==> config.mk <==
export PLATFORM = sky130hd
export DESIGN_NAME = host_bridge_system_config
export DESIGN_NICKNAME = d
export VERILOG_FILES = /design/src/core/host_bridge_pkg.sv /design/src/core/host_bridge_system_config.sv /design/src/core/refresh_timer.sv
export VERILOG_INCLUDE_DIRS = /design/src /design/src/core
export SDC_FILE = /design/constraint.sdc
export NUM_CORES = 1
export LEC_CHECK = 0
export ABC_CLOCK_PERIOD_IN_PS = 1400
export CELL_PAD_IN_SITES_DETAIL_PLACEMENT = 2
export CELL_PAD_IN_SITES_GLOBAL_PLACEMENT = 2
export CORE_ASPECT_RATIO = 2
export CORE_MARGIN = 8
export CORE_UTILIZATION = 30
export DETAILED_ROUTE_END_ITERATION = 6
export DONT_BUFFER_PORTS = 1
export PLACE_DENSITY = 0.69
export SLEW_MARGIN = 0
export SYNTH_ARGS = -nofsm -noshare
export SYNTH_HDL_FRONTEND = slang
export SYNTH_HIERARCHICAL = 1
export SYNTH_SLANG_ARGS = --single-unit
==> constraint.sdc <==
create_clock -name sys_clk -period 1.4 [get_ports sys_clk]
set_clock_uncertainty 0.15 [all_clocks]
set_input_delay 0 -clock sys_clk [delete_from_list [all_inputs] [get_ports sys_clk]]
set_output_delay 0 -clock sys_clk [all_outputs]
set_load 0.01 [all_outputs]
==> src/core/host_bridge_consts.svh <==
`ifndef HOST_BRIDGE_CONSTS_SVH
`define HOST_BRIDGE_CONSTS_SVH

// ----------------------------------------------------------------------------
// Configuration offsets
// ----------------------------------------------------------------------------
`define CAP_PTR_OFFSET     8'h34
`define SYS_CFG_OFFSET     8'h50
`define CAP_PTR_VALUE      8'ha0
`define DWORD_ADDR_LSB     2

// ----------------------------------------------------------------------------
// System configuration field positions
// ----------------------------------------------------------------------------
`define SC_WSC_DIS_BIT     15
`define SC_HOST_FREQ_BIT   14
`define SC_PCI_AP_DIS_BIT  10
`define SC_AP_GLOBAL_BIT   9
`define SC_DIM_HI_BIT      8
`define SC_DIM_LO_BIT      7
`define SC_ECC_DIAG_BIT    6
`define SC_RW_MASK         16'h87c0
`define SC_RESET_VALUE     16'h0000

// ----------------------------------------------------------------------------
// Integrity mode codes and strap timing
// ----------------------------------------------------------------------------
`define DIM_NON_ECC        2'h0
`define DIM_CHECK_ONLY     2'h1
`define DIM_RESERVED       2'h2
`define DIM_ECC_FULL       2'h3
`define STRAP_SETTLE       2'h2

// ----------------------------------------------------------------------------
// Refresh timing
// ----------------------------------------------------------------------------
`define CLK_PERIOD_NS      100
`define REFRESH_60_NS      15000
`define REFRESH_66_NS      15600

`endif

==> src/core/host_bridge_pkg.sv <==
package host_bridge_pkg;

   // Decoded DRAM integrity modes.
   typedef enum logic [1:0] {
      DIM_NONE,
      DIM_CHECK,
      DIM_RSVD,
      DIM_FULL
   } dram_integrity_mode_e;

   // Strap capture sequence.
   typedef enum logic [1:0] {
      STRAP_SETTLE,
      STRAP_HOLD
   } strap_state_e;

endpackage

==> src/core/host_bridge_system_config.sv <==
`timescale 1ns/1ps
`include "host_bridge_consts.svh"

// Notes on behaviour
// - Capabilities pointer reads constant a0, read-only.
// - System configuration is 16 bits at 50-51.
// - Bit 15 set disables write snoop handshake.
// - Bit 14 shows sampled strap; 1 means 60MHz.
// - Refresh interval follows the strapped frequency.
// - Bits 10,9 set: PCI aperture accesses unclaimed.
// - PCI disable ignored while global enable clear.
// - Bit 9 clear refuses all aperture accesses.
// - Bits 8:7 select DRAM integrity mode.
// - Bit 6 set enters ECC diagnostic mode.
// - Aperture range comes from base address register.
module host_bridge_system_config #(
   parameter int unsigned REFRESH_COUNT_60 = (`REFRESH_60_NS) / (`CLK_PERIOD_NS),
   parameter int unsigned REFRESH_COUNT_66 = (`REFRESH_66_NS) / (`CLK_PERIOD_NS)
) (
   // Clock and reset.
   input  wire logic        sys_clk,
   input  wire logic        sys_rst,
   // Configuration access port.
   input  wire logic [7:0]  cfg_addr,
   input  wire logic        cfg_wr,
   input  wire logic        cfg_rd,
   input  wire logic [3:0]  cfg_byte_en,
   input  wire logic [31:0] cfg_wdata,
   output logic [31:0]      cfg_rdata,
   output logic             cfg_rvalid,
   // Strap pin.
   input  wire logic        memory_check_bit0_pin,
   // Aperture hits from the decode of the aperture base register.
   input  wire logic        cpu_aperture_hit,
   input  wire logic        pci_aperture_hit,
   input  wire logic        gfx_aperture_hit,
   // Aperture access decisions.
   output logic             cpu_aperture_allow,
   output logic             pci_aperture_claim,
   output logic             gfx_aperture_allow,
   // Write snoop and memory controls.
   output logic             write_snoop_complete_enable,
   output logic             ecc_generate_enable,
   output logic             ecc_check_enable,
   output logic             ecc_correct_enable,
   output logic             byte_write_enable,
   output logic             ecc_diag_mode_enable,
   output logic             host_is_60mhz,
   output logic             refresh_req
);

   logic [15:0]                        cfg_q;
   logic [15:0]                        cfg_d;
   logic [31:0]                        rdata_q;
   logic [31:0]                        rdata_d;
   logic                               rvalid_q;
   logic                               rvalid_d;
   logic                               sync1_q;
   logic                               sync2_q;
   logic                               freq_q;
   logic                               freq_d;
   logic [1:0]                         settle_q;
   logic [1:0]                         settle_d;
   host_bridge_pkg::strap_state_e      strap_q;
   host_bridge_pkg::strap_state_e      strap_d;
   host_bridge_pkg::dram_integrity_mode_e dim;
   logic                               ap_global;

   // Writable-bit mask held as a constant so its byte lanes can be sliced.
   localparam logic [15:0]             RW_MASK = `SC_RW_MASK;

   // Matches a configuration access against one dword.
   function automatic logic hits_dword(input logic [7:0] addr, input logic [7:0] offset);
      hits_dword = (addr[7:`DWORD_ADDR_LSB] == offset[7:`DWORD_ADDR_LSB]);
   endfunction

   // ----------------------------------------------------------------------------
   // System configuration register
   // ----------------------------------------------------------------------------

   // Byte lanes 0 and 1 update only writable bits; the strap bit is merged on read.
   always_comb begin
      cfg_d = cfg_q;
      if (cfg_wr && hits_dword(cfg_addr, `SYS_CFG_OFFSET)) begin
         if (cfg_byte_en[0]) begin
            cfg_d[7:0] = cfg_wdata[7:0] & RW_MASK[7:0];
         end
         if (cfg_byte_en[1]) begin
            cfg_d[15:8] = cfg_wdata[15:8] & RW_MASK[15:8];
         end
      end
   end

   // Register of the configuration bits.
   always_ff @(posedge sys_clk) begin
      if (sys_rst) begin
         cfg_q <= `SC_RESET_VALUE;
      end else begin
         cfg_q <= cfg_d;
      end
   end

   // ----------------------------------------------------------------------------
   // Read path
   // ----------------------------------------------------------------------------

   // Read data is returned one cycle after the strobe; unmapped dwords read zero.
   always_comb begin
      rdata_d  = rdata_q;
      rvalid_d = cfg_rd;
      if (cfg_rd) begin
         rdata_d = 32'h0000_0000;
         if (hits_dword(cfg_addr, `CAP_PTR_OFFSET)) begin
            rdata_d[7:0] = `CAP_PTR_VALUE;
         end else if (hits_dword(cfg_addr, `SYS_CFG_OFFSET)) begin
            rdata_d[15:0] = cfg_q;
            rdata_d[`SC_HOST_FREQ_BIT] = freq_q;
         end
      end
   end

   // Registers of the read path.
   always_ff @(posedge sys_clk) begin
      if (sys_rst) begin
         rdata_q  <= 32'h0000_0000;
         rvalid_q <= 1'b0;
      end else begin
         rdata_q  <= rdata_d;
         rvalid_q <= rvalid_d;
      end
   end

   assign cfg_rdata  = rdata_q;
   assign cfg_rvalid = rvalid_q;

   // ----------------------------------------------------------------------------
   // Host frequency strap
   // ----------------------------------------------------------------------------

   // Two-stage synchroniser on the pin; reset gives it a known start.
   always_ff @(posedge sys_clk) begin
      if (sys_rst) begin
         sync1_q <= 1'b0;
         sync2_q <= 1'b0;
      end else begin
         sync1_q <= memory_check_bit0_pin;
         sync2_q <= sync1_q;
      end
   end

   // The strap is taken once the synchroniser has refilled after release, then held.
   always_comb begin
      strap_d  = strap_q;
      settle_d = settle_q;
      freq_d   = freq_q;
      case (strap_q)
         host_bridge_pkg::STRAP_SETTLE: begin
            settle_d = settle_q + 2'h1;
            if (settle_q == `STRAP_SETTLE) begin
               freq_d  = sync2_q;
               strap_d = host_bridge_pkg::STRAP_HOLD;
            end
         end
         host_bridge_pkg::STRAP_HOLD: begin
            settle_d = settle_q;
         end
         default: begin
            strap_d = host_bridge_pkg::STRAP_SETTLE;
         end
      endcase
   end

   // Registers of the strap capture.
   always_ff @(posedge sys_clk) begin
      if (sys_rst) begin
         strap_q  <= host_bridge_pkg::STRAP_SETTLE;
         settle_q <= 2'h0;
         freq_q   <= 1'b0;
      end else begin
         strap_q  <= strap_d;
         settle_q <= settle_d;
         freq_q   <= freq_d;
      end
   end

   assign host_is_60mhz = freq_q;

   // ----------------------------------------------------------------------------
   // Aperture gating
   // ----------------------------------------------------------------------------

   // Software sets the global enable only after the range and table are ready.
   assign ap_global = cfg_q[`SC_AP_GLOBAL_BIT];

   // Hits come from the range held by the base and size registers elsewhere.
   assign cpu_aperture_allow = cpu_aperture_hit & ap_global;
   assign gfx_aperture_allow = gfx_aperture_hit & ap_global;
   assign pci_aperture_claim = pci_aperture_hit & ap_global & ~cfg_q[`SC_PCI_AP_DIS_BIT];

   // ----------------------------------------------------------------------------
   // Snoop handshake and memory integrity
   // ----------------------------------------------------------------------------

   // Handshake runs unless the disable bit is set.
   assign write_snoop_complete_enable = ~cfg_q[`SC_WSC_DIS_BIT];

   // The reserved mode code behaves as non-ECC.
   assign dim = host_bridge_pkg::dram_integrity_mode_e'(cfg_q[`SC_DIM_HI_BIT:`SC_DIM_LO_BIT]);
   assign ecc_generate_enable = (dim == host_bridge_pkg::DIM_FULL);
   assign ecc_correct_enable  = (dim == host_bridge_pkg::DIM_FULL);
   assign ecc_check_enable    = (dim == host_bridge_pkg::DIM_FULL) || (dim == host_bridge_pkg::DIM_CHECK);
   assign byte_write_enable   = (dim == host_bridge_pkg::DIM_NONE) || (dim == host_bridge_pkg::DIM_RSVD);

   // Diagnostic mode follows bit 6 directly.
   assign ecc_diag_mode_enable = cfg_q[`SC_ECC_DIAG_BIT];

   // ----------------------------------------------------------------------------
   // Refresh
   // ----------------------------------------------------------------------------

   // The interval count is chosen by the strapped frequency.
   refresh_timer #(
      .COUNT_60 (REFRESH_COUNT_60),
      .COUNT_66 (REFRESH_COUNT_66)
   ) u_refresh (
      .sys_clk       (sys_clk),
      .sys_rst       (sys_rst),
      .host_is_60mhz (freq_q),
      .refresh_req   (refresh_req)
   );

endmodule

==> src/core/refresh_timer.sv <==
`timescale 1ns/1ps
`include "host_bridge_consts.svh"

module refresh_timer #(
   parameter int unsigned COUNT_60 = (`REFRESH_60_NS) / (`CLK_PERIOD_NS),
   parameter int unsigned COUNT_66 = (`REFRESH_66_NS) / (`CLK_PERIOD_NS),
   parameter int unsigned CNT_W    = 16
) (
   // Clock and reset.
   input  wire logic sys_clk,
   input  wire logic sys_rst,
   // Frequency select and request.
   input  wire logic host_is_60mhz,
   output logic      refresh_req
);

   logic [CNT_W-1:0] cnt_q;
   logic [CNT_W-1:0] cnt_d;
   logic             req_q;
   logic             req_d;
   logic [CNT_W-1:0] limit;

   // ----------------------------------------------------------------------------
   // Interval counter
   // ----------------------------------------------------------------------------

   // The strapped frequency picks the interval, rounded down so refresh is never late.
   always_comb begin
      limit = host_is_60mhz ? CNT_W'(COUNT_60 - 1) : CNT_W'(COUNT_66 - 1);
      req_d = 1'b0;
      cnt_d = cnt_q + CNT_W'(1);
      if (cnt_q >= limit) begin
         cnt_d = '0;
         req_d = 1'b1;
      end
   end

   // Registers of the interval counter.
   always_ff @(posedge sys_clk) begin
      if (sys_rst) begin
         cnt_q <= '0;
         req_q <= 1'b0;
      end else begin
         cnt_q <= cnt_d;
         req_q <= req_d;
      end
   end

   assign refresh_req = req_q;

endmodule

# Word-level counts from Yosys, hierarchy flattened

Cells that the tools add are included.

Order comparisons: 1
Eq/ne operators: 8
Add/subtract/negate cells: 2
Mux-type cells: 7
Reduce and logical (&&, ||, !) cells: 10
Bitwise operators: 7

Operators by type and width:

| cell                    | number |
|---|---|
| $add A16 B1 Y16 const B | 1 |
| $ge A16 B16 Y1          | 1 |
| $mux W16                | 1 |
| $mux W8                 | 2 |
| $reduce_and A2 Y1       | 4 |
| $eq A2 B2 Y1 const B    | 3 |
| $eq A6 B4 Y1 const B    | 1 |
| $eq A6 B5 Y1 const B    | 1 |
| $and A1 B1 Y1           | 4 |
| $eq A2 B1 Y1 const B    | 2 |
| $logic_not A2 Y1        | 2 |
| $mux W4                 | 1 |
| $pmux W2 S2             | 1 |
| $not A1 Y1              | 3 |
| $add A2 B1 Y2 const B   | 1 |
| $logic_or A1 B1 Y1      | 2 |
| $mux W2                 | 1 |
| $ne A2 B2 Y1 const B    | 1 |
| $reduce_or A2 Y1        | 1 |
| $logic_and A1 B1 Y1     | 1 |
| $mux W1                 | 1 |

Bits in registers: 47
Input bits: 52

# Logic depth before layout (Yosys ltp)

Gate-level depths: netlist of the first run.

Word-level depth: 3
Gate-level depth with buffers: 6

# Modules after synthesis

The synthesis of the first run kept the hierarchy.

Modules (own cells, without submodules):

| module                    | seq. area each (µm²) | area an instance (µm²) | times used | cells an instance |
|---|---|---|---|---|
| host_bridge_system_config | 420.4                | 1109.8                 | 1          | 124 |
| refresh_timer             | 340.3                | 606.8                  | 1          | 57 |

# Worst setup path before layout of the first run

No wires, ideal clock.

Kind: register -> register
From: register freq_q (netlist: host_is_60mhz)
To: register u_refresh.cnt_q[2]
Clock period less this slack: 1589 ps
Setup time: 64 ps
Setup slack: -189 ps
Data arrival time: 1375 ps
Cell stages (with the launch flop): 6
Path through: dfxtp_1 > ha_1 > a21oi_1 > o21ai_0 > a211o_2 > nor2_1

Cells in the longest elaborated chain, start to end: 3

Ends and longest elaborated chain:

| item                       | RTL line                         | source |
|---|---|---|
| start: declaration         | host_bridge_system_config.sv:60  | `logic freq_q;` |
| start signal: assignment   | host_bridge_system_config.sv:182 | `freq_q <= freq_d;` |
| $mux W4                    | refresh_timer.sv:29              | `limit = host_is_60mhz ? CNT_W'(COUNT_60 - 1) : CNT_W'(COUNT_66 - 1);` |
| $ge A16 B16 Y1             | refresh_timer.sv:32              | `if (cnt_q >= limit) begin` |
| $reduce_or A2 Y1 (no line) | n/a                              |  |
| end signal: assignment     | refresh_timer.sv:44              | `cnt_q <= cnt_d;` |
| end: declaration           | refresh_timer.sv:17              | `logic [CNT_W-1:0] cnt_q;` |

Every way passes these cells.
A chain may end at the register's enable or synchronous reset.

# Final worst setup path of the first run

From: register freq_q (netlist: host_is_60mhz)
To: register u_refresh.cnt_q[1]

The elaborated chain is that of the path after synthesis.

==> results of run 1 <==
[layout make-up]
class                   instances  area share, %
multi-input cells             136          41.06
flip-flops and latches         38          34.57
repair buffers                 30          12.52
clock buffers                   5          5.640
well taps                      61          3.440
clock inverters                 3          1.805
inverters                       5         0.9588
[worst reg2reg max path: cells and delay by family (launching register included)]
family | cells | cell delay [ns]
simple gates | 1 | 0.12
flops | 1 | 0.39
compound gates | 3 | 0.62
fa+ha+maj | 1 | 0.22
[per-layer routing]
layer	track usage (%)	vias to the layer above	wire length, um
met3	3.775	7	261
met5	0	-	0
met4	4.645	0	75
li1	-	611	-
met2	19.30	36	2512
met1	9.896	609	1600
[timing repair]
| action | in CTS | in global routing |
|---|---|---|
| setup endpoints to repair | 8 | 26 |
| pin swaps | 4 | 3 |
| cloned | 0 | 0 |
| buffers inserted | 1 | 2 |
| gates resized for setup | 7 | 8 |
| hold buffers | 18 | 0 |
| endpoints found under the hold margin | 31 | 0 |
[sequential cells by signal, summed over array words and instances (netlist names)]
register and count:
cfg_rvalid 1, settle_q 2, sync1_q 1, strap_q 1
host_is_60mhz 1, u_refresh/cnt_q 16, cfg_rdata 8, cfg_q 6
u_refresh/refresh_req 1, sync2_q 1
[placed cells by master (no fill, tap or decap), types with 6 or more instances in the layout]
cell	instances
a21oi_1	8
dfxtp_1	35
conb_1	32
mux2i_1	7
buf_4	12
nand2b_1	19
nand3_1	6
nor2_1	15
dlygate4sd3_1	15
nand4_1	8
[cell families (layout without fill, tap and decap cells)]
family | count (synthesis) | in the layout | synth area share [%]
compound gates | 14 | 14 | 4.592
xor+xnor | 7 | 7 | 3.571
fa+ha+maj | 5 | 5 | 3.644
buf+inv | 37 | 43 | 14.36
flops | 38 | 38 | 44.31
mux | 7 | 7 | 4.082
other cells | 2 | 32 | 0.4375
simple gates | 71 | 71 | 25.00
[final timing paths]
path | from | endpoint | slack (ns)
hold / removal | cpu_aperture_hit | cpu_aperture_allow | 0.02
setup / recovery | host_is_60mhz | u_refresh/cnt_q[1] | -0.16
setup reg to reg | host_is_60mhz | u_refresh/cnt_q[1] | -0.16
hold reg to reg | sync1_q | sync2_q | 0.32
[per-stage QoR]
stage | power, mW | cell area (um2)
2_1_floorplan | 1.416 | 1879
3_3_place_gp | 1.377 | 1795
3_5_place_dp | 1.392 | 1795
4_1_cts | 2.730 | 2181
5_1_grt | 2.827 | 2218
6_report | 2.696 | 2218
[report_power, final]
part	internal, mW	switching, mW	leakage (nW)	total, mW
Combinational	0.123	0.144	0.489	0.267
Clock	0.832	0.412	0.0836	1.24
Sequential	1.14	0.0446	0.313	1.18
Total	2.09	0.601	0.885	2.70
==> out/metrics.csv, run 1 <==
stage,metric,value,unit
power_and_ir_drop,Pleak,0.8852,nW
placed_design,Final Wtd Congestion,0.7097,
synth,Synth area leaders,"dfxtp_1 (44%), buf_4 (11%), nand2b_1 (6.9%)",
sta,final hold vios,0,
synth,Synth top area share,44.31,%
synth,synthesized area,0.001717,mm2
synth,Post-synth ARST share,0,%
synth,"Distinct cells, synth",30,
worst_setup_path,Critical Path Stages,5,
layout,footprint of the multi-input gates,910.9,um2
clocking,H-tree Lvls,2,
grt,antenna violations before repair,0,
placed_design,pre-CTS setup slack,-0.1922,ns
power_and_ir_drop,Max rail drop VDD,0.0008723,V
placed_design,dpl hpwl,2995,um
sta,setup violators final,9,
grt,vias in the first global route,1432,
worst_setup_path,Setup CP Type,flop to flop,
routing,via count,1263,
sta,RSZ-0062 raised after global routing,true,
worst_setup_path,startpoint types,flop,
layout,fin util,39.53,%
synth,prevailing post-synth register cell,dfxtp_1,
routing,Post-DRT Antenna Nets,0,
worst_setup_path,slowest CP cell,dfxtp_4,
sta,"Min Clock Period, post-route",1.563,ns
grt,Overall Global Routing Usage,10.37,%
layout,register area,767.0,um2
clocking,clock-pin slew on the worst setup and hold paths,0.06,ns
routing,DRC violations left,0,
die,die area,0.008546,mm2
clocking,clock latency on the worst-skew pair,0.28,ns
worst_setup_path,Top delay family on crit path,compound AO/OA/AOI/OAI gates,
synth,Post-synth EDFFs,0,
layout,synth-to-layout area growth,29.23,%
clocking,CTS Root Cell,clkbuf_16,
sta,Final Cycle Share,111.7,%
routing,Detailed Route Iter0 Violations,23,
worst_setup_path,critical-path maximum fanout,8,
synth,"top cells by count, synth","dfxtp_1 (38), buf_4 (26), nand2b_1 (19)",
worst_setup_path,data required time of the worst path,1.46,ns
worst_setup_path,CP Capture Type,flop,
sta,final hold slack,0.01842,ns
placed_design,PortBufs,0,
layout,fillers,611,
worst_setup_path,Worst Path Buf+Inv,0,
clocking,Sink Count,38,
worst_hold_path,worst hold path class,primary input to primary output,
sta,Setup TNS Final,-1.177,ns
worst_setup_path,FF-to-FF path depth,5,
clocking,CTS tree,yes,
die,chip height,123.0,um
sta,Rel. slew slack,35.16,%
power_and_ir_drop,Power Density,1215,mW/mm2
worst_hold_path,hold path cells,1,
synth,Post-Syn Instances,181,
layout,n_diodes,0,
worst_setup_path,cells along the critical path,ha_4 > a21oi_4 > o21ai_2 > a211o_4 > nor2_1,
synth,cell taking the most area after synthesis,dfxtp_1,
sta,Final WS setup,-0.1634,ns
worst_setup_path,Worst path max stage delay,0.39,ns
routing,first-pass iteration count of the detailed router,5,
grt,largest net degree at the start of global routing,30,
grt,first-pass GRT wire length,7031,um
synth,Syn Area/Cell,9.484,um2
placed_design,Cells after DPL,249,
layout,share of layout cells above drive strength 1,18.89,%
die,Initial Utilization,30.59,%
synth,most common cell in the synthesized netlist,dfxtp_1,
worst_setup_path,Worst Path Arrival,1.62,ns
die,# IOs,96,
sta,Max Clock Freq,0.6396,GHz
layout,fin cells,278,
synth,sequential-to-total area share from yosys stat,44.31,%
run,Max Cap Viol,0,
die,Die Span X,69.49,um
synth,synth warn,6,
routing,WL/cell,16.01,um
layout,Final #Nets,273,
sta,max-slew violation count,0,
routing,WL final,4451,um
sta,Worst-Margin Slew,0.9726,ns
die,placeable core region,0.005612,mm2
grt,grt ovf,0,
status,failing checks,negative setup slack,
synth,"flops & latches, synth",38,
clocking,CTS Buf Count,5,
routing,DR vias/cell,4.543,
die,FP Rows,39,
status,status,finished with violations,
clocking,Longest Clk Path Bufs,2,
Power figures use the tool's default switching activity.
==> run 2, diff against run 1 <==
--- a/config.mk
+++ b/config.mk
@@ -8,2 +8,3 @@
 export LEC_CHECK = 0
+export ABC_AREA = 1
 export ABC_CLOCK_PERIOD_IN_PS = 1400
@@ -13,6 +14,6 @@
 export CORE_MARGIN = 8
-export CORE_UTILIZATION = 30
+export CORE_UTILIZATION = 29
 export DETAILED_ROUTE_END_ITERATION = 6
 export DONT_BUFFER_PORTS = 1
-export PLACE_DENSITY = 0.69
+export PLACE_DENSITY = 0.71
 export SLEW_MARGIN = 0
==> constraint.sdc (replaced) <==
create_clock -name sys_clk -period 1.4 [get_ports sys_clk]
set_clock_uncertainty 0.15 [all_clocks]
set_input_delay 0.07 -clock sys_clk [delete_from_list [all_inputs] [get_ports sys_clk]]
set_output_delay 0.07 -clock sys_clk [all_outputs]
set_load 0.01 [all_outputs]
==> run 2 against run 1 <==
  * Final cell count up 17%
  * The flow finishes with violations (negative hold slack, negative setup slack)
  * Area after synthesis up 2.3%
  * Hold slack worse by 0.33 ns
  * Critical endpoint unchanged
  * Critical path depth up 4
==> out/metrics.csv, run 2 <==
stage,metric,value,unit,change
clocking,# hold bufs at CTS,22,,+4
layout,"Design Area, Final",0.002306,mm2,+3.9%
power_and_ir_drop,Power Density,1226,mW/mm2,+0.85%
synth,cell taking the most area after synthesis,dfxtp_1,,
clocking,clock-pin slew on the worst setup and hold paths,0.06,ns,about the same
clocking,Sink Count,38,,unchanged
synth,prevailing post-synth register cell,dfxtp_1,,
worst_setup_path,Setup CP Type,flop to flop,,
synth,most common cell in the synthesized netlist,nand2_1,,
worst_hold_path,hold path cells,1,,unchanged
layout,most flop-heavy register,u_refresh/cnt_q,,
clocking,CTS Root Cell,clkbuf_16,,
grt,first-pass GRT wire length,7886,um,+12%
layout,"most common cell after layout, fill and taps aside",nand2_1,,
die,# IOs,96,,unchanged
sta,Final Cycle Share,104.0,%,-7.7 points
worst_setup_path,critical-path maximum fanout,8,,unchanged
run,Max Cap Viol,0,,unchanged
worst_setup_path,Worst Path Arrival,1.48,ns,-0.14 ns
worst_hold_path,Hold Path Sink,cfg_rdata[15],,
synth,Post-synth EDFFs,0,,unchanged
sta,setup violators final,8,,-1
layout,n_diodes,0,,unchanged
placed_design,Final Wtd Congestion,0.7597,,+7.0%
worst_setup_path,FF-to-FF End,u_refresh/cnt_q[1],,
status,status,finished with violations,,
synth,"Distinct cells, synth",23,,-23%
synth,Post-synth ARST share,0,%,unchanged
routing,DRC violations left,0,,unchanged
worst_setup_path,Worst R2R Start,host_is_60mhz,,
synth,Post-Syn Instances,225,,+24%
power_and_ir_drop,Pleak,1.055,nW,+19%
layout,share of layout cells above drive strength 1,21.29,%,+2.4 points
routing,via count,1455,,+15%
sta,final hold slack,-0.3149,ns,-0.3334 ns
grt,antenna violations before repair,0,,unchanged
synth,synthesized area,0.001755,mm2,+2.3%
worst_hold_path,worst hold start,sys_rst,,
sta,Max Clock Freq,0.6870,GHz,+7.4%
clocking,CTS tree,yes,,
routing,first-pass iteration count of the detailed router,4,,-1
worst_setup_path,FF-to-FF path depth,9,,+4
synth,synth warn,6,,unchanged
layout,synth-to-layout area growth,31.36,%,
die,Initial Utilization,29.72,%,-0.87 points
synth,Synth top area share,43.34,%,-0.98 points
routing,WL final,4928,um,+11%
die,die area,0.008950,mm2,+4.7%
grt,grt ovf,0,,unchanged
clocking,H-tree Lvls,2,,unchanged
placed_design,dpl hpwl,3307,um,+10%
synth,Synth area leaders,"dfxtp_1 (43%), buf_4 (11%), nand2_1 (9.6%)",,
sta,"Min Clock Period, post-route",1.456,ns,-0.1078 ns
worst_setup_path,data required time of the worst path,1.42,ns,-0.04 ns
clocking,clock latency on the worst-skew pair,0.29,ns,about the same
die,Die Span X,71.02,um,+2.2%
worst_setup_path,startpoint types,flop,,
die,placeable core region,0.005906,mm2,+5.2%
grt,largest net degree at the start of global routing,17,,-43%
power_and_ir_drop,Max rail drop VDD,0.0006907,V,-21%
sta,Final WS setup,-0.05564,ns,+0.1078 ns
grt,vias in the first global route,1646,,+15%
synth,"flops & latches, synth",38,,unchanged
sta,final hold vios,16,,+16
sta,max-slew violation count,0,,unchanged
worst_setup_path,CP Capture Type,flop,,
worst_hold_path,worst hold path class,primary input to flop,,
status,failing checks,"negative hold slack, negative setup slack",,
clocking,CTS Buf Count,5,,unchanged
layout,number of flip-flops in the largest register,16,,unchanged
clocking,Longest Clk Path Bufs,2,,unchanged
layout,fillers,688,,+13%
layout,Final #Nets,319,,+17%
clocking,"Setup Fix Bufs, Post-CTS",0,,-1
die,FP Rows,40,,+2.6%
routing,Detailed Route Iter0 Violations,25,,+8.7%
worst_setup_path,Worst R2R Setup Slack,-0.06,ns,+0.11 ns
placed_design,PortBufs,0,,unchanged
routing,Post-DRT Antenna Nets,0,,unchanged
routing,DR vias/cell,4.463,,-1.8%
synth,"top cells by count, synth","nand2_1 (45), dfxtp_1 (38), nor2_1 (37)",,
grt,Overall Global Routing Usage,11.22,%,+0.86 points
routing,WL/cell,15.12,um,-5.6%
die,chip height,126.0,um,+2.5%
placed_design,"Cell Area, Placed",0.001798,mm2,+0.14%
sta,RSZ-0062 raised after global routing,true,,
layout,most frequent cells in the layout,"nand2_1 (40), nor2_1 (33), conb_1 (32)",,
synth,Syn Area/Cell,7.802,um2,-18%
synth,sequential-to-total area share from yosys stat,43.34,%,-0.98 points
-- run 2: cell types whose count changed after synthesis, sizes merged, moves of 4 or more --
cell | previous run | this run
inv | 5 | 31
nand2b | 19 | 0
nand4 | 8 | 4
nand3 | 6 | 10
mux2i | 7 | 0
buf | 29 | 25
nor2 | 17 | 40
nand2 | 3 | 46
nor2b | 5 | 0
-- run 2: where the power goes --
group / switching (mW) / internal (mW)
sequential: 0.0296 / 1.13
clock: 0.460 / 1.02
combinational: 0.121 / 0.0648
total: 0.610 / 2.22
-- run 2: worst max-delay path by stage --
| stage | from | end | slack [ns] | cells after the start |
|---|---|---|---|---|
| CTS | host_is_60mhz | u_refresh/cnt_q[7] | -0.05 | 9 |
| global placement | host_is_60mhz | u_refresh/cnt_q[3] | -0.05 | 9 |
| floorplan | host_is_60mhz | u_refresh/cnt_q[0] | 0.03 | 9 |
| global route | host_is_60mhz | u_refresh/cnt_q[1] | -0.11 | 9 |
| detailed placement | host_is_60mhz | u_refresh/cnt_q[0] | -0.14 | 9 |
| finish | host_is_60mhz | u_refresh/cnt_q[1] | -0.06 | 9 |
-- run 2: through the flow --
step | util, % | instances | TNS, ns | total power, mW | worst slack [ns]
after global routing | 39.05 | 326 | -0.8551 | 2.930 | -0.1124
after floorplan | - | 255 | 0 | 1.339 | 0.03138
after CTS | 38.50 | 327 | -0.3296 | 2.861 | -0.04783
after global placement | 30.44 | 297 | -0.4260 | 1.307 | -0.05472
after detailed placement | 30.44 | 297 | -1.088 | 1.324 | -0.1395
final | 39.05 | 326 | -0.3563 | 2.826 | -0.05564
-- run 2: cells by family (layout without fill, tap and decap cells) --
logic type                 after synthesis  after routing  share of synthesized area (%)
AOI/OAI and AO/OA                       16             16                          4.775
other                                    2             32                         0.4278
DFF                                     38             38                          43.34
buffers and inverters                   59             67                          17.96
xor gates and xnor gates                 5              5                          2.495
adders and majority gates                5              5                          3.564
and+or+nand+nor                        100            100                          27.44
-- run 2: final cells by class --
cell class                 count  area (um2)  area share (%)
clock buffer                   5       125.1           5.426
multi-input combinational    158       880.8           38.20
clock inverter                 3       68.82           2.984
sequential                    38       774.5           33.59
timing repair buffer          27       257.7           11.18
inverter                      32       120.1           5.209
tap                           63       78.83           3.418
-- run 2: what timing repair did --
| action | in CTS | in global routing |
|---|---|---|
| gates resized for setup | 13 | 17 |
| endpoints found under the setup margin | 9 | 16 |
| hold endpoints to repair | 30 | 16 |
| pin swaps | 9 | 7 |
-- run 2: critical path: stages (launching register included) --
cell and delay (ns):
dfxtp_4 0.40, inv_2 0.05, ha_4 0.26, nand2_2 0.05
inv_2 0.05, nand2_2 0.04, nand2_2 0.08, nand2_4 0.07
nand3_4 0.14, nor2_1 0.06
-- run 2: layer usage --
metal  vias up  track usage (%)  wire [um]
li1        700                -          -
met4         0            5.315        119
met1       707            9.643       1664
met2        39            21.72       2825
met3         9            3.975        318
met5         -                0          0
==> run 3, diff against run 2 <==
- PLACE_DENSITY: 0.71 -> 0.7
- SYNTH_HIERARCHICAL: 1 -> unset
==> run 3 against run 2 <==
  * The run still ends with negative hold slack, negative setup slack left
  * Non-clock buffer count increased by 3
  * Sequential share of layout area down 1.9 points
  * Register-to-register slack lost 0.03 ns
  * Worst setup slack worse by 0.031 ns
  * Sequential power is essentially flat
  * Critical path depth unchanged
  * Core utilization barely moved
  * Count of clock-buffer cells in the layout is 1 higher
  * Hold slack better by 0.31 ns
==> out/metrics.csv, run 3 <==
stage,metric,value,unit,change
worst_setup_path,Setup CP Type,flop to flop,,
clocking,clock latency on the worst-skew pair,0.28,ns,about the same
grt,grt ovf,0,,unchanged
worst_setup_path,startpoint types,flop,,
sta,final hold vios,1,,-15
sta,Final Cycle Share,106.2,%,+2.2 points
die,die area,0.009301,mm2,+3.9%
routing,Post-DRT Antenna Nets,0,,unchanged
clocking,CTS Buf Count,5,,unchanged
layout,"most common cell after layout, fill and taps aside",inv_1,,
sta,RSZ-0062 raised after global routing,true,,
power_and_ir_drop,Max rail drop VDD,0.0007431,V,+7.6%
synth,Post-synth EDFFs,0,,unchanged
routing,WL final,5272,um,+7.0%
layout,most frequent cells in the layout,"inv_1 (38), nand2_1 (36), dfxtp_1 (34)",,
grt,antenna violations before repair,0,,unchanged
synth,prevailing post-synth register cell,dfxtp_1,,
power_and_ir_drop,Power Density,1193,mW/mm2,-2.7%
die,# IOs,96,,unchanged
die,Die Span X,72.31,um,+1.8%
placed_design,Final Wtd Congestion,0.6859,,-9.7%
worst_setup_path,critical-path maximum fanout,8,,unchanged
clocking,clock-pin slew on the worst setup and hold paths,0.06,ns,about the same
status,failing checks,"negative hold slack, negative setup slack",,
sta,Rel. slew slack,59.43,%,
sta,setup violators final,9,,+1
synth,cell taking the most area after synthesis,dfxtp_1,,
sta,Max Clock Freq,0.6728,GHz,-2.1%
die,FP Rows,41,,+2.5%
layout,synth-to-layout area growth,31.84,%,
synth,Synth area leaders,"dfxtp_1 (41%), buf_4 (11%), inv_1 (8.2%)",,
worst_setup_path,CP Capture Type,flop,,
clocking,CTS Root Cell,clkbuf_16,,
status,status,finished with violations,,
layout,n_diodes,0,,unchanged
routing,DRC violations left,0,,unchanged
routing,Detailed Route Iter0 Violations,53,,+110%
die,Initial Utilization,29.63,%,-0.093 points
synth,Syn Area/Cell,7.728,um2,-0.95%
routing,via count,1516,,+4.2%
layout,fillers,719,,+4.5%
clocking,Longest Clk Path Bufs,2,,unchanged
synth,"top cells by count, synth","inv_1 (40), nand2_1 (40), dfxtp_1 (38)",,
synth,synthesized area,0.001839,mm2,+4.8%
power_and_ir_drop,Pleak,1.074,nW,+1.9%
routing,WL/cell,14.56,um,-3.7%
worst_setup_path,data required time of the worst path,1.47,ns,+0.05 ns
layout,number of flip-flops in the largest register,16,,unchanged
sta,Setup TNS Final,-0.6335,ns,-0.2772 ns
placed_design,PortBufs,0,,unchanged
grt,vias in the first global route,1677,,+1.9%
die,chip height,128.6,um,+2.1%
routing,first-pass iteration count of the detailed router,4,,unchanged
layout,most flop-heavy register,u_refresh.cnt_q,,
power_and_ir_drop,Total Power,2.892,mW,+2.3%
worst_setup_path,Worst R2R Setup Slack,-0.09,ns,-0.03 ns
synth,Synth top area share,41.36,%,-2.0 points
grt,largest net degree at the start of global routing,14,,-3
synth,synth warn,0,,-6
clocking,Sink Count,38,,unchanged
sta,Final WS setup,-0.08639,ns,-0.03075 ns
routing,DR vias/cell,4.188,,-6.2%
clocking,CTS tree,yes,,
sta,final hold slack,-0.009852,ns,+0.3051 ns
run,Max Cap Viol,0,,unchanged
worst_setup_path,Worst path max stage delay,0.41,ns,about the same
grt,first-pass GRT wire length,8452,um,+7.2%
synth,"Distinct cells, synth",23,,unchanged
synth,Post-synth ARST share,0,%,unchanged
sta,"Min Clock Period, post-route",1.486,ns,+0.03075 ns
synth,sequential-to-total area share from yosys stat,41.36,%,-2.0 points
worst_setup_path,Worst Path Arrival,1.56,ns,+0.08 ns
layout,Final #Nets,332,,+4.1%
sta,Worst-Margin Slew,0.6065,ns,
synth,"flops & latches, synth",38,,unchanged
worst_hold_path,worst hold path class,primary input to flop,,
synth,Post-Syn Instances,238,,+5.8%
worst_setup_path,slowest CP cell,dfxtp_4,,
clocking,H-tree Lvls,2,,unchanged
die,placeable core region,0.006207,mm2,+5.1%
worst_setup_path,cells along the critical path,inv_2 > ha_4 > nand2_4 > inv_2 > nand2_2 > nand2_2 > nand2_4 > nand3_4 > nor2_2,,
layout,fin util,39.06,%,about the same
layout,share of layout cells above drive strength 1,23.19,%,+1.9 points
placed_design,dpl hpwl,3612,um,+9.2%
grt,Overall Global Routing Usage,11.99,%,+0.77 points
sta,max-slew violation count,0,,unchanged
-- run 3: changes by cell type in the layout (fill, tap and decap cells not counted), moves of 4 or more --
cell | previous run | this run
inv_1 | 26 | 38
nor2_1 | 33 | 25
buf_4 | 6 | 13
nand4_1 | 2 | 8
dlygate4sd3_1 | 20 | 16
nand2_1 | 40 | 36
nand3_2 | 5 | 9
-- run 3: cells by family (layout without fill, tap and decap cells) --
logic type                 after synthesis  after routing  share of synthesized area (%)
and+or+nand+nor                        101            101                          26.53
buffers and inverters                   72             79                          20.75
DFF                                     38             38                          41.36
AOI/OAI and AO/OA                       16             16                          5.374
adders and majority gates                5              5                          3.401
xor gates and xnor gates                 5              5                          2.381
other                                    1             32                         0.2039
-- run 3: worst paths after layout --
path                 start                 end  depth (start not counted)
min reg2reg        sync1_q             sync2_q                          2
max reg2reg  host_is_60mhz  u_refresh.cnt_q[5]                          9
min            cfg_addr[7]        cfg_rdata[5]                          5
max          host_is_60mhz  u_refresh.cnt_q[5]                          9
-- run 3: cell type report --
cell class / instances / area, um2 / area share [%]
multi-input cells: 159 / 925.9 / 38.18
inverters: 41 / 153.9 / 6.347
clock buffers: 6 / 138.9 / 5.728
flip-flops and latches: 38 / 768.2 / 31.68
repair buffers: 30 / 270.3 / 11.15
well taps: 86 / 107.6 / 4.438
clock inverters: 2 / 60.06 / 2.477
-- run 3: layer usage --
layer	global-route usage [%]	vias to the layer above	share of wire, %
met4	5.818	0	1.9
met2	22.20	36	56
met1	10.90	733	34
met3	4.521	6	7.2
met5	0	-	0
li1	-	741	-
-- run 3: worst max-delay path, delay by kind of cell, from the launching register on --
| family | cells | cell delay [ns] |
|---|---|---|
| adders and majority gates | 1 | 0.24 |
| DFF | 1 | 0.41 |
| buffers and inverters | 2 | 0.09 |
| and+or+nand+nor | 6 | 0.53 |
-- run 3: what timing repair did --
| item | in CTS | in global routing |
|---|---|---|
| buffers inserted | 0 | 7 |
| setup endpoints to repair | 8 | 15 |
| endpoints found under the hold margin | 20 | 2 |
| gates resized for setup | 16 | 14 |
| hold buffers | 16 | 2 |
| pin swaps | 7 | 10 |
-- run 3: where the power goes --
| group | total [mW] | internal (mW) | switching [mW] |
|---|---|---|---|
| sequential | 1.16 | 1.13 | 0.0310 |
| combinational | 0.225 | 0.0827 | 0.143 |
| clock | 1.50 | 1.07 | 0.435 |
-- run 3: through the flow --
stage	hold slack, ns	area [um2]	std cells	setup WS (ns)
final	-0.009852	2425	362	-0.08639
after global routing	0.04365	2425	362	-0.1676
after CTS	-0.04364	2312	354	-0.02325
after detailed placement	-0.01364	1882	330	-0.1110
after global placement	-0.01459	1882	330	-0.04681
after floorplan	-0.01093	1957	269	0.008692
